## src/hw/uscu_map.vh

```
`ifndef USCU_MAP_VH
`define USCU_MAP_VH
// Register offsets of the three channels (byte addresses on the bus)
`define USCU_CTRL0_ADDR   8'h95
`define USCU_BLO0_ADDR    8'h9d
`define USCU_BHI0_ADDR    8'h9e
`define USCU_DATA0_ADDR   8'h9f
`define USCU_CTRL1_ADDR   8'ha4
`define USCU_BLO1_ADDR    8'ha5
`define USCU_BHI1_ADDR    8'ha6
`define USCU_DATA1_ADDR   8'ha7
`define USCU_CTRL2_ADDR   8'hc4
`define USCU_BLO2_ADDR    8'hc5
`define USCU_BHI2_ADDR    8'hc6
`define USCU_DATA2_ADDR   8'hc7
// Mode select register, two bits per channel: [1:0] channel 0, [3:2] channel 1, [5:4] channel 2
`define USCU_MODESEL_ADDR 8'hf0
// Control register fields
`define USCU_F_SM0        7
`define USCU_F_SM1        6
`define USCU_F_MPS        5
`define USCU_F_REN        4
`define USCU_F_TB8        3
`define USCU_F_RB8        2
`define USCU_F_TI         1
`define USCU_F_RI         0
// Reset values
`define USCU_RST_BYTE     8'h00
// Frame modes
`define USCU_MODE_SHIFT   2'b00
`define USCU_MODE_ASYNC10 2'b01
`define USCU_MODE_ASYNC11 2'b11
`define USCU_SEL_UART     2'b11
// Shift-mode dividers
`define USCU_SHIFT_DIV12  16'h000c
`define USCU_SHIFT_DIV4   16'h0004
`endif

```

## src/hw/uscu_chan.v

```verilog
// Implementation choice: register access over Wishbone.
`timescale 1ns/1ps
`include "uscu_map.vh"
module uscu_chan (
   // Clock and reset
   input  wire       i_clk,
   input  wire       i_rst_n,
   // Configuration
   input  wire       i_enable,
   input  wire [1:0] i_mode,
   input  wire       i_mps,
   input  wire       i_ren,
   input  wire       i_tb8,
   input  wire [15:0] i_div,
   // Transmit request
   input  wire       i_tx_start,
   input  wire [7:0] i_tx_data,
   // Events
   output reg        o_tx_done,
   output reg        o_rx_done,
   output reg  [7:0] o_rx_data,
   output reg        o_rx_b8,
   // Pins, already synchronised rx in
   input  wire       i_rx,
   output reg        o_tx,
   output reg        o_rx_out,
   output reg        o_rx_oe_n
);
   localparam S_IDLE = 3'b001;
   localparam S_TX   = 3'b010;
   localparam S_RX   = 3'b100;
   localparam R_IDLE = 2'b01;
   localparam R_RUN  = 2'b10;

   reg [2:0]  tx_state_reg;
   reg [15:0] tx_cnt_reg;
   reg [3:0]  tx_bit_reg;
   reg [10:0] tx_shift_reg;
   reg [1:0]  rx_state_reg;
   reg [15:0] rx_cnt_reg;
   reg [3:0]  rx_bit_reg;
   reg [8:0]  rx_shift_reg;
   reg        rx_prev_reg;
   reg        sh_phase_reg;

   wire        is_shift = (i_mode == `USCU_MODE_SHIFT);
   wire        is_11    = (i_mode == `USCU_MODE_ASYNC11);
   wire [15:0] shdiv    = i_mps ? `USCU_SHIFT_DIV4 : `USCU_SHIFT_DIV12;
   wire [15:0] bdiv     = is_shift ? {1'b0, shdiv[15:1]} : i_div;
   wire [3:0]  nbits    = is_shift ? 4'd8 : (is_11 ? 4'd11 : 4'd10);
   wire        tx_tick  = (tx_cnt_reg == bdiv - 16'h0001);

   // Transmitter; in shift mode the tx pin carries the shift clock
   always @(posedge i_clk or negedge i_rst_n) begin
      if (!i_rst_n) begin
         tx_state_reg <= S_IDLE;
         tx_cnt_reg   <= 16'h0000;
         tx_bit_reg   <= 4'h0;
         tx_shift_reg <= 11'h7ff;
         sh_phase_reg <= 1'b0;
         o_tx         <= 1'b1;
         o_rx_out     <= 1'b1;
         o_rx_oe_n    <= 1'b1;
         o_tx_done    <= 1'b0;
      end else begin
         o_tx_done <= 1'b0;
         case (tx_state_reg)
            S_IDLE: begin
               o_tx      <= 1'b1;
               o_rx_oe_n <= 1'b1;
               if (i_tx_start && i_enable) begin
                  tx_state_reg <= S_TX;
                  tx_cnt_reg   <= 16'h0000;
                  tx_bit_reg   <= 4'h0;
                  sh_phase_reg <= 1'b0;
                  if (is_shift) begin
                     tx_shift_reg <= {3'b111, i_tx_data};
                     o_rx_oe_n    <= 1'b0;
                     o_rx_out     <= i_tx_data[0];
                  end else begin
                     // LSB first, low start, high stop
                     tx_shift_reg <= is_11 ? {1'b1, i_tb8, i_tx_data, 1'b0}
                                           : {2'b11, i_tx_data, 1'b0};
                     o_tx         <= 1'b0;
                  end
               end
            end
            S_TX: begin
               if (tx_tick) begin
                  tx_cnt_reg <= 16'h0000;
                  if (is_shift) begin
                     sh_phase_reg <= ~sh_phase_reg;
                     o_tx         <= sh_phase_reg;
                     if (sh_phase_reg) begin
                        tx_shift_reg <= {1'b1, tx_shift_reg[10:1]};
                        o_rx_out     <= tx_shift_reg[1];
                        tx_bit_reg   <= tx_bit_reg + 4'h1;
                     end
                  end else begin
                     tx_shift_reg <= {1'b1, tx_shift_reg[10:1]};
                     o_tx         <= tx_shift_reg[1];
                     tx_bit_reg   <= tx_bit_reg + 4'h1;
                  end
                  if ((tx_bit_reg == nbits - 4'h1) && (!is_shift || sh_phase_reg)) begin
                     tx_state_reg <= S_IDLE;
                     o_tx         <= 1'b1;
                     o_rx_oe_n    <= 1'b1;
                     o_tx_done    <= 1'b1;
                  end
               end else begin
                  tx_cnt_reg <= tx_cnt_reg + 16'h0001;
               end
            end
            default: tx_state_reg <= S_IDLE;
         endcase
      end
   end

   // Asynchronous receiver; shift-mode reception is not supported here
   wire rx_mid  = (rx_cnt_reg == {1'b0, bdiv[15:1]});
   wire rx_end  = (rx_cnt_reg == bdiv - 16'h0001);
   always @(posedge i_clk or negedge i_rst_n) begin
      if (!i_rst_n) begin
         rx_state_reg <= R_IDLE;
         rx_cnt_reg   <= 16'h0000;
         rx_bit_reg   <= 4'h0;
         rx_shift_reg <= 9'h000;
         rx_prev_reg  <= 1'b1;
         o_rx_done    <= 1'b0;
         o_rx_data    <= 8'h00;
         o_rx_b8      <= 1'b0;
      end else begin
         o_rx_done   <= 1'b0;
         rx_prev_reg <= i_rx;
         case (rx_state_reg)
            R_IDLE: begin
               // Falling edge on idle-high line
               if (i_enable && !is_shift && i_ren && rx_prev_reg && !i_rx) begin
                  rx_state_reg <= R_RUN;
                  rx_cnt_reg   <= 16'h0000;
                  rx_bit_reg   <= 4'h0;
               end
            end
            R_RUN: begin
               rx_cnt_reg <= rx_end ? 16'h0000 : rx_cnt_reg + 16'h0001;
               if (rx_mid) begin
                  if (rx_bit_reg == 4'h0 && i_rx) begin
                     rx_state_reg <= R_IDLE; // Glitch, not a start bit
                  end else if (rx_bit_reg == nbits - 4'h1) begin
                     rx_state_reg <= R_IDLE;
                     if (is_11) begin
                        o_rx_b8 <= rx_shift_reg[8];
                        o_rx_data <= rx_shift_reg[7:0];
                        o_rx_done <= !i_mps || rx_shift_reg[8];
                     end else begin
                        o_rx_data <= rx_shift_reg[8:1];
                        o_rx_done <= 1'b1;
                     end
                  end else begin
                     if (rx_bit_reg != 4'h0)
                        rx_shift_reg <= {i_rx, rx_shift_reg[8:1]};
                     rx_bit_reg <= rx_bit_reg + 4'h1;
                  end
               end
            end
            default: rx_state_reg <= R_IDLE;
         endcase
      end
   end
endmodule

```

## src/hw/uscu_uart.v

```verilog
`timescale 1ns/1ps
`include "uscu_map.vh"
// Function
// - UART only when mode select is 11
// - Shift mode: data on rx, clock on tx
// - Mode 01: start, 8 data, stop
// - Mode 11: adds ninth bit; 10 reserved
// - Multiproc bit gates rx flag on ninth bit
// - Shift rate: twelfth or quarter of clock
// - Receive only while rx_permit set
// - Transmit tx_ninth_bit as ninth bit
// - Store received ninth bit
// - Hardware sets done flags, software clears
// - Baud equals clock over 16-bit divisor
// - Data write sends; read returns receive latch
module uscu_uart #(
   parameter NCH = 3
) (
   // Clock and reset
   input  wire          I_CLOCK,
   input  wire          I_RST_N,
   // Wishbone slave
   input  wire          I_WB_CYC,
   input  wire          I_WB_STB,
   input  wire          I_WB_WE,
   input  wire [7:0]    I_WB_ADR,
   input  wire [3:0]    I_WB_SEL,
   input  wire [31:0]   I_WB_DAT,
   output wire [31:0]   O_WB_DAT,
   output wire          O_WB_ACK,
   // Serial pins
   input  wire [NCH-1:0] I_RX,
   output wire [NCH-1:0] O_RX,
   output wire [NCH-1:0] O_RX_OE_N,
   output wire [NCH-1:0] O_TX
);
   reg  [7:0]     ctrl_reg [0:NCH-1];
   reg  [7:0]     blo_reg  [0:NCH-1];
   reg  [7:0]     bhi_reg  [0:NCH-1];
   reg  [1:0]     msel_reg [0:NCH-1];
   reg  [NCH-1:0] txgo_reg;
   reg  [7:0]     txd_reg;
   reg  [NCH-1:0] rx_s1_reg;
   reg  [NCH-1:0] rx_s2_reg;
   reg            ack_reg;
   reg  [7:0]     rdat_reg;
   wire [NCH-1:0] tx_done;
   wire [NCH-1:0] rx_done;
   wire [NCH-1:0] rx_b8;
   wire [8*NCH-1:0] rx_data;

   // Channel index and field of a byte address, 4'hf = none
   function [3:0] dec;
      input [7:0] a;
      begin
         if      (a == `USCU_CTRL0_ADDR) dec = {2'd0, 2'd0};
         else if (a == `USCU_BLO0_ADDR)  dec = {2'd0, 2'd1};
         else if (a == `USCU_BHI0_ADDR)  dec = {2'd0, 2'd2};
         else if (a == `USCU_DATA0_ADDR) dec = {2'd0, 2'd3};
         else if (a == `USCU_CTRL1_ADDR) dec = {2'd1, 2'd0};
         else if (a == `USCU_BLO1_ADDR)  dec = {2'd1, 2'd1};
         else if (a == `USCU_BHI1_ADDR)  dec = {2'd1, 2'd2};
         else if (a == `USCU_DATA1_ADDR) dec = {2'd1, 2'd3};
         else if (a == `USCU_CTRL2_ADDR) dec = {2'd2, 2'd0};
         else if (a == `USCU_BLO2_ADDR)  dec = {2'd2, 2'd1};
         else if (a == `USCU_BHI2_ADDR)  dec = {2'd2, 2'd2};
         else if (a == `USCU_DATA2_ADDR) dec = {2'd2, 2'd3};
         else                            dec = 4'hf;
      end
   endfunction

   // Byte registers sit in the low lane; each address is its own byte
   wire [3:0] d      = dec(I_WB_ADR);
   wire       req    = I_WB_CYC && I_WB_STB && !ack_reg;
   wire       wr     = req && I_WB_WE && I_WB_SEL[0];
   wire       is_ms  = (I_WB_ADR == `USCU_MODESEL_ADDR);
   assign O_WB_ACK = ack_reg;
   assign O_WB_DAT = {24'h000000, rdat_reg};

   integer k;
   always @(posedge I_CLOCK or negedge I_RST_N) begin
      if (!I_RST_N) begin
         ack_reg   <= 1'b0;
         rdat_reg  <= `USCU_RST_BYTE;
         txgo_reg  <= {NCH{1'b0}};
         txd_reg   <= `USCU_RST_BYTE;
         rx_s1_reg <= {NCH{1'b1}};
         rx_s2_reg <= {NCH{1'b1}};
         for (k = 0; k < NCH; k = k + 1) begin
            ctrl_reg[k] <= `USCU_RST_BYTE;
            blo_reg[k]  <= `USCU_RST_BYTE;
            bhi_reg[k]  <= `USCU_RST_BYTE;
            msel_reg[k] <= 2'b00;
         end
      end else begin
         rx_s1_reg <= I_RX;
         rx_s2_reg <= rx_s1_reg;
         ack_reg   <= req;
         txgo_reg  <= {NCH{1'b0}};
         rdat_reg  <= 8'h00;
         if (req && !I_WB_WE) begin
            if (is_ms)
               rdat_reg <= {2'b00, msel_reg[2], msel_reg[1], msel_reg[0]};
            else if (d != 4'hf) begin
               if (d[1:0] == 2'd0)      rdat_reg <= ctrl_reg[d[3:2]];
               else if (d[1:0] == 2'd1) rdat_reg <= blo_reg[d[3:2]];
               else if (d[1:0] == 2'd2) rdat_reg <= bhi_reg[d[3:2]];
               else                     rdat_reg <= rx_data[8*d[3:2] +: 8];
            end
         end
         if (wr && is_ms) begin
            msel_reg[0] <= I_WB_DAT[1:0];
            msel_reg[1] <= I_WB_DAT[3:2];
            msel_reg[2] <= I_WB_DAT[5:4];
         end
         for (k = 0; k < NCH; k = k + 1) begin
            if (wr && d != 4'hf && d[3:2] == k) begin
               if (d[1:0] == 2'd0) ctrl_reg[k] <= I_WB_DAT[7:0];
               if (d[1:0] == 2'd1) blo_reg[k]  <= I_WB_DAT[7:0];
               if (d[1:0] == 2'd2) bhi_reg[k]  <= I_WB_DAT[7:0];
               if (d[1:0] == 2'd3) begin
                  txgo_reg[k] <= 1'b1;
                  txd_reg     <= I_WB_DAT[7:0];
               end
            end
            // Hardware set wins over a simultaneous software clear
            if (tx_done[k]) ctrl_reg[k][`USCU_F_TI] <= 1'b1;
            if (rx_done[k]) begin
               ctrl_reg[k][`USCU_F_RI] <= 1'b1;
               if (ctrl_reg[k][`USCU_F_SM0:`USCU_F_SM1] == `USCU_MODE_ASYNC11)
                  ctrl_reg[k][`USCU_F_RB8] <= rx_b8[k];
            end
         end
      end
   end

   genvar g;
   generate
      for (g = 0; g < NCH; g = g + 1) begin : ch
         wire [1:0] md = ctrl_reg[g][`USCU_F_SM0:`USCU_F_SM1];
         // Reserved code 10 leaves the channel idle
         wire en = (msel_reg[g] == `USCU_SEL_UART) && (md != 2'b10);
         uscu_chan u_chan (
            .i_clk      (I_CLOCK),
            .i_rst_n    (I_RST_N),
            .i_enable   (en),
            .i_mode     (md),
            .i_mps      (ctrl_reg[g][`USCU_F_MPS]),
            .i_ren      (ctrl_reg[g][`USCU_F_REN]),
            .i_tb8      (ctrl_reg[g][`USCU_F_TB8]),
            .i_div      ({bhi_reg[g], blo_reg[g]}),
            .i_tx_start (txgo_reg[g]),
            .i_tx_data  (txd_reg),
            .o_tx_done  (tx_done[g]),
            .o_rx_done  (rx_done[g]),
            .o_rx_data  (rx_data[8*g +: 8]),
            .o_rx_b8    (rx_b8[g]),
            .i_rx       (rx_s2_reg[g]),
            .o_tx       (O_TX[g]),
            .o_rx_out   (O_RX[g]),
            .o_rx_oe_n  (O_RX_OE_N[g])
         );
      end
   endgenerate
endmodule

```

## config.mk

```make
export PLATFORM = sky130hd
export DESIGN_NAME = uscu_uart
export DESIGN_NICKNAME = d
export VERILOG_FILES = /design/src/hw/uscu_chan.v /design/src/hw/uscu_uart.v
export VERILOG_INCLUDE_DIRS = /design/src /design/src/hw
export SDC_FILE = /design/constraint.sdc
export NUM_CORES = 1
export LEC_CHECK = 0
export BUFFER_PORTS_ARGS = -buffer_cell sky130_fd_sc_hd__buf_4
export CORE_AREA = 2 2 207 209
export CTS_BUF_LIST = sky130_fd_sc_hd__clkbuf_4 sky130_fd_sc_hd__clkbuf_8
export DETAILED_ROUTE_END_ITERATION = 10
export DIE_AREA = 0 0 209 211
export GPL_TIMING_DRIVEN = 0
export PLACE_DENSITY = 0.76
export SYNTH_ARGS = -nofsm -noshare
export SYNTH_HDL_FRONTEND = slang
export SYNTH_HIERARCHICAL = 1
export SYNTH_SLANG_ARGS = --single-unit
```

## constraint.sdc

```tcl
create_clock -name I_CLOCK -period 7.55 [get_ports I_CLOCK]
set_clock_uncertainty 0.2 [all_clocks]
set_input_delay 1.51 -clock I_CLOCK [delete_from_list [all_inputs] [get_ports I_CLOCK]]
set_output_delay 1.51 -clock I_CLOCK [all_outputs]
set_load 0.05 [all_outputs]
```

==> reports/results.tsv, run 1 <==
stage	metric	value	unit
outcome	status	completed	
synth	mean post-synth cell area	8.86	µm²
layout	most common cell after layout, fill and taps aside	dfrtp_1	
global_route	GRT Overall Usage	0.324	
layout	P&R area growth vs syn	11.2	%
global_route	global-route wire length before repair	113000	µm
timing	headroom to the max-slew limit	0.223	
cts	postcts setup bufs	0	
global_route	initial antenna violation count	2	
detailed_routing	post-DR wirelength/cell	21.8	µm
timing	setup violators final	0	
cts	CTS tree	yes	
place	port bufs	39	
global_route	total grt overflow	0	
timing	RSZ-0062 raised after global routing	no	
die	die width	209	µm
detailed_routing	vias per cell	6.30	
cts	deepest clock path buffer count	3	
synth	Main synth FF type	dfrtp_1	
timing	Slew @ Worst Pin	1.16	ns
detailed_routing	DRC	0	
layout	Final Util	0.605	
worst_setup_path	critical path arrival	7.72	ns
timing	Hold Vio Cnt, Final	0	
power_and_ir_drop	Worst VDD drop	137	µV
place	DPL Wire Length	52300	µm
detailed_routing	DR vias	20600	
place	routability cong.	1.04	
layout	fillers	3654	
timing	part of the cycle the worst path needs	0.969	
cts	clock-pin slew on the worst setup and hold paths	0.06	ns
synth	YS warnings	6	
timing	Setup TNS	0	ns
die	Initial Util	0.544	
global_route	largest net degree at the start of global routing	130	
timing	Max Fclk	0.137	GHz
detailed_routing	total wire length	71200	µm
worst_setup_path	Setup crit end kind	register	
layout	diode count	0	
worst_setup_path	worst-path fanout max	10	
synth	post-synth cell types	97	
synth	gate count of the mapped netlist	2562	
place	DP Area	23800	µm²
die	Cell Rows	75	
detailed_routing	Post-DRT Antenna Nets	0	
synth	sequential share of the synthesized area	0.375	
power_and_ir_drop	total power divided by cell area	158	nW/µm²
power_and_ir_drop	Pwr Total	0.00399	W
synth	ys async rst share	1.00	
cts	clock sinks	338	
cts	Inserted Clock Buffers	59	
worst_setup_path	FF-to-FF path depth	20	
detailed_routing	TritonRoute pass-1 iters	7	
cts	Root Driver	clkbuf_8	
cts	H-Tree Depth	2	
layout	nets@finish	2766	
layout	design area	25200	µm²
cts	clk_lat worst skew	0.68	ns
worst_setup_path	WS Path Type	register to register	
detailed_routing	Initial DRC Count	1813	
synth	Post-Syn Area	22700	µm²
job	maxcap violations	0	
die	Boundary Pins	94	
synth	Post-synth EDFFs	0	
die	Die Area	44100	µm²
power_and_ir_drop	Leak	11.2	nW
worst_setup_path	Worst Setup Start Kind	register	
hold_path	HP Class	register to register	
synth	Seq cells post-synth	338	
timing	crit path time final	7.32	ns
layout	layout cells sized above 1	0.161	
hold_path	hold path cells	0	
die	Die Height	211	µm
worst_setup_path	CP Data Required Time	7.95	ns
global_route	number of global-route vias before repair	20300	
die	Core Area	41800	µm²
timing	Max Slew Vio Count	0	
layout	most used cells in the layout excluding fill and tap cells	dfrtp_1 (287), nand2_1 (265), nor2_1 (183)	
through the flow:
stage / hold slack, ns / cells / worst slack (ns)
after floorplan: 0.145 / 2585 / 2.06
after global placement: 0.147 / 3163 / 0.238
after detailed placement: 0.148 / 3165 / 0.222
after CTS: 0.157 / 3275 / 0.151
after global routing: 0.159 / 3275 / 0.00658
final: 0.156 / 3275 / 0.234
area by class of cell:
class / count / area, µm² / area share
clock inverter: 21 / 309 / 0.0122
buffer: 193 / 915 / 0.0362
inverter: 91 / 342 / 0.0135
clock buffer: 89 / 1110 / 0.0441
sequential: 338 / 8520 / 0.338
tap: 539 / 674 / 0.0267
timing repair buffer: 41 / 355 / 0.0141
multi-input combinational: 1963 / 13000 / 0.516
where the power goes:
| part | switching (W) | leakage [nW] | internal [W] |
|---|---|---|---|
| sequential | 0.0000145 | 4.51 | 0.00182 |
| clock | 0.000812 | 0.750 | 0.00119 |
| combinational | 0.000113 | 5.95 | 0.0000440 |
Yosys cell counts, types with 36 or more instances:
cell | number | area share
clkbuf_1 | 113 | 0.019
mux2_2 | 122 | 0.061
nand2_1 | 265 | 0.044
o21ai_0 | 140 | 0.031
nor3_1 | 51 | 0.011
nand4_1 | 47 | 0.013
dfrtp_1 | 287 | 0.32
buf_2 | 36 | 0.0079
nand2b_1 | 57 | 0.016
mux2i_1 | 70 | 0.031
inv_1 | 88 | 0.015
and3_1 | 48 | 0.013
dfstp_2 | 51 | 0.059
nor2b_1 | 50 | 0.014
nand3_1 | 91 | 0.020
o22ai_1 | 64 | 0.018
xnor2_1 | 88 | 0.034
xor2_1 | 63 | 0.024
a21oi_1 | 111 | 0.024
nor2_1 | 183 | 0.030
cells by family (layout without fill, tap and decap cells):
| kind of cell | after synthesis | in the layout | synth area share |
|---|---|---|---|
| other | 1 | 24 | 0.000165 |
| XOR/XNOR | 155 | 155 | 0.0622 |
| adder cells (fa/ha/maj) | 27 | 27 | 0.0149 |
| flip-flops | 338 | 338 | 0.375 |
| multiplexers | 200 | 200 | 0.0960 |
| AO/OA/AOI/OAI | 582 | 582 | 0.170 |
| AND/OR/NAND/NOR | 975 | 975 | 0.227 |
| buffers and inverters | 284 | 435 | 0.0552 |
routing by layer:
layer / share of wire / GRT usage / up-vias
li1: - / - / 9489
met2: 0.47 / 0.529 / 857
met5: 0.00015 / 0 / -
met4: 0.043 / 0.147 / 2
met1: 0.42 / 0.428 / 10100
met3: 0.070 / 0.0491 / 194
critical path, stage by stage, from the launching register on:
cell and delay (ns):
dfrtp_1 0.48, inv_1 0.14, ha_1 0.23, buf_2 0.25
buf_2 0.27, buf_1 0.51, buf_1 0.58, clkbuf_2 0.45
buf_1 0.54, nor2_1 0.20, ha_1 0.36, nand3_1 0.29
buf_2 0.31, xnor2_1 0.11, a2111oi_0 0.31, a41oi_1 0.09
or4_4 0.56, or4_1 0.52, buf_2 0.19, or4_1 0.51
nand3_1 0.11
what timing repair did:
item,CTS,global route
gates resized for setup,0,5
hold buffers,0,0
endpoints found under the setup margin,0,48
worst paths after layout:
| path | from | slack [ns] | endpoint |
|---|---|---|---|
| setup reg to reg | ch[0].md[0]$_DFFE_PN0P_ | 0.23 | ch[0].u_chan/tx_bit_reg[3]$_DFFE_PN0P_ |
| hold reg to reg | rx_s1_reg[1]$_DFF_PN1_ | 0.16 | rx_s2_reg[1]$_DFF_PN1_ |
| max in group asynchronous | I_RST_N | 5.34 | ctrl_reg[2]$_DFF_PN0_ |
| hold / removal | rx_s1_reg[1]$_DFF_PN1_ | 0.16 | rx_s2_reg[1]$_DFF_PN1_ |
| min in group asynchronous | I_RST_N | 0.63 | ch[0].u_chan/tx_cnt_reg[4]$_DFFE_PN0P_ |
| setup / recovery | ch[0].md[0]$_DFFE_PN0P_ | 0.23 | ch[0].u_chan/tx_bit_reg[3]$_DFFE_PN0P_ |
(Power assumes the default switching activity.)
==> run 2, diff against run 1 <==
==> constraint.sdc (replaced) <==
create_clock -name I_CLOCK -period 7.55 [get_ports I_CLOCK]
set_clock_uncertainty 0.2 [all_clocks]
set_input_delay 0.755 -clock I_CLOCK [delete_from_list [all_inputs] [get_ports I_CLOCK]]
set_output_delay 0.755 -clock I_CLOCK [all_outputs]
set_load 0.05 [all_outputs]
==> reports/results.tsv, run 2 (synthesis results as in run 1) <==
stage	metric	value	unit	change
outcome	status	completed		unchanged
detailed_routing	vias per cell	6.28		was 6.30
worst_setup_path	largest delay contributor family on the critical path	buffers and inverters		unchanged
die	die width	209	µm	unchanged
global_route	largest net degree at the start of global routing	130		unchanged
timing	setup violators final	0		unchanged
die	Cell Rows	75		unchanged
power_and_ir_drop	part of the power in registers	0.459		was 0.460
global_route	total grt overflow	0		unchanged
layout	most used cells in the layout excluding fill and tap cells	dfrtp_1 (287), nand2_1 (265), nor2_1 (183)		unchanged
cts	Inserted Clock Buffers	59		unchanged
worst_setup_path	Setup crit end kind	register		unchanged
die	Boundary Pins	94		unchanged
detailed_routing	DRC	0		unchanged
cts	clock-pin slew on the worst setup and hold paths	0.06	ns	about the same
worst_setup_path	CP Data Required Time	7.96	ns	was 7.95 ns
worst_setup_path	slowest stage delay, CP	0.59	ns	was 0.58 ns
power_and_ir_drop	Net Switching	0.000944	W	was 0.000939 W
hold_path	hold path cells	2		was 0
power_and_ir_drop	Internal Pwr Total	0.00306	W	about the same
worst_setup_path	Worst Path Buf+Inv	9		unchanged
power_and_ir_drop	Leak	11.2	nW	about the same
detailed_routing	post-DR wirelength/cell	21.8	µm	about the same
power_and_ir_drop	Worst VDD drop	137	µV	about the same
detailed_routing	DR vias	20600		about the same
global_route	initial antenna violation count	2		unchanged
detailed_routing	Initial DRC Count	1876		was 1813
worst_setup_path	WS Path Type	register to register		unchanged
power_and_ir_drop	proportion of power drawn by the clock network	0.501		about the same
timing	headroom to the max-slew limit	0.214		was 0.223
cts	clock sinks	338		unchanged
place	port bufs	39		unchanged
power_and_ir_drop	Gate power share	0.040		was 0.039
power_and_ir_drop	total power divided by cell area	158	nW/µm²	about the same
layout	most common cell after layout, fill and taps aside	dfrtp_1		unchanged
worst_setup_path	Crit. path cell count	20		unchanged
place	routability cong.	1.04		unchanged
timing	Max Slew Vio Count	0		unchanged
timing	Hold Vio Cnt, Final	0		unchanged
layout	layout cells sized above 1	0.161		about the same
detailed_routing	total wire length	71300	µm	was 71200 µm
timing	RSZ-0062 raised after global routing	no		unchanged
power_and_ir_drop	Sw Ratio	0.236		was 0.235
layout	diode count	0		unchanged
hold_path	HP Class	primary input to register		was register to register
job	maxcap violations	0		unchanged
global_route	global-route wire length before repair	113000	µm	about the same
worst_setup_path	Worst Setup Start Kind	register		unchanged
detailed_routing	Post-DRT Antenna Nets	0		unchanged
cts	CTS tree	yes		unchanged
layout	Finished Layout Cells	3279		was 3275
cts	H-Tree Depth	2		unchanged
worst_setup_path	crit path cell chain	inv_1 -> ha_1 -> buf_2 -> buf_2 -> buf_1 -> buf_1 -> clkbuf_2 -> buf_1 -> nor2_1 -> ha_1 -> nand3_1 -> buf_2 -> o311ai_0 -> o21ai_0 -> a41oi_1 -> or4_4 -> or4_1 -> buf_2 -> or4_1 -> nand3_1		was inv_1 -> ha_1 -> buf_2 -> buf_2 -> buf_1 -> buf_1 -> clkbuf_2 -> buf_1 -> nor2_1 -> ha_1 -> nand3_1 -> buf_2 -> xnor2_1 -> a2111oi_0 -> a41oi_1 -> or4_4 -> or4_1 -> buf_2 -> or4_1 -> nand3_1
timing	Max Fclk	0.137	GHz	about the same
worst_setup_path	Crit-path slowest cell	buf_1		unchanged
layout	P&R area growth vs syn	11.4	%	was 11.2%
cts	clk_lat worst skew	0.69	ns	was 0.68 ns
worst_setup_path	R2R setup slack	0.24	ns	was 0.23 ns
die	Die Area	44100	µm²	unchanged
timing	Slew @ Worst Pin	1.17	ns	was 1.16 ns
timing	Setup TNS	0	ns	unchanged
place	placed instance count	3165		unchanged
timing	crit path time final	7.31	ns	was 7.32 ns
place	DPL Wire Length	52300	µm	unchanged
die	Die Height	211	µm	unchanged
global_route	GRT Overall Usage	0.324		about the same
worst_setup_path	FF-to-FF path depth	20		unchanged
layout	nets@finish	2770		was 2766
worst_setup_path	worst-path fanout max	10		unchanged
global_route	number of global-route vias before repair	20300		about the same
die	Core Area	41800	µm²	unchanged
cts	deepest clock path buffer count	3		unchanged
timing	part of the cycle the worst path needs	0.969		about the same
worst_setup_path	critical path arrival	7.72	ns	about the same
worst_setup_path	CP most frequent cell	buf_2		unchanged
detailed_routing	TritonRoute pass-1 iters	6		was 7
cts	Root Driver	clkbuf_8		unchanged
die	Initial Util	0.544		unchanged
==> run 2: through the flow <==
stage	power, W	cell area, µm²	setup slack (ns)	utilization	hold slack [ns]
finish	0.00400	25300	0.238	0.605	0.145
global route	0.00413	25300	0.00658	0.605	0.142
CTS	0.00403	25300	0.151	0.605	0.111
detailed placement	0.00202	23800	0.222	0.570	0.148
global placement	0.00202	23800	0.238	0.569	0.147
floorplan	0.00194	22800	2.06	-	0.145
==> run 2: cell type report <==
class                      instances  area [µm²]
inverter                          91         342
sequential                       338        8520
buffer                           193         915
multi-input combinational       1963       13000
clock inverter                    21         309
timing repair buffer              45         395
fill                            3651       16500
tap                              539         674
clock buffer                      89        1110
==> run 2: power groups by stage <==
stage	registers (W)	logic (W)	clock network [W]
after detailed placement	0.00187	0.000157	0
after global routing	0.00184	0.000173	0.00212
after global placement	0.00187	0.000149	0
final	0.00184	0.000159	0.00201
after CTS	0.00184	0.000159	0.00204
after floorplan	0.00186	0.0000826	0
==> run 2: layer usage <==
layer / global-route usage / vias up / routed length [µm]
met5: 0 / - / 11
met3: 0.0491 / 198 / 4890
met1: 0.428 / 10100 / 30100
li1: - / 9508 / -
met2: 0.530 / 810 / 33200
met4: 0.147 / 2 / 3110
==> run 2: worst paths after layout <==
kind / start / to
max: ch[0].md[0]$_DFFE_PN0P_ / ch[0].u_chan/tx_bit_reg[3]$_DFFE_PN0P_
min in group asynchronous: I_RST_N / ch[0].u_chan/tx_cnt_reg[4]$_DFFE_PN0P_
min reg2reg: rx_s1_reg[1]$_DFF_PN1_ / rx_s2_reg[1]$_DFF_PN1_
max in group asynchronous: I_RST_N / ch[2].u_chan/tx_cnt_reg[6]$_DFFE_PN0P_
min: I_WB_DAT[0] / ctrl_reg[0]$_DFFE_PN0P_
max reg2reg: ch[0].md[0]$_DFFE_PN0P_ / ch[0].u_chan/tx_bit_reg[3]$_DFFE_PN0P_
==> run 2: what timing repair did <==
action | CTS | global route
hold endpoints to repair | 76 | 0
endpoints found under the setup margin | 0 | 48
hold buffers | 4 | 0
buffers inserted | 0 | 0
resized for setup | 0 | 5
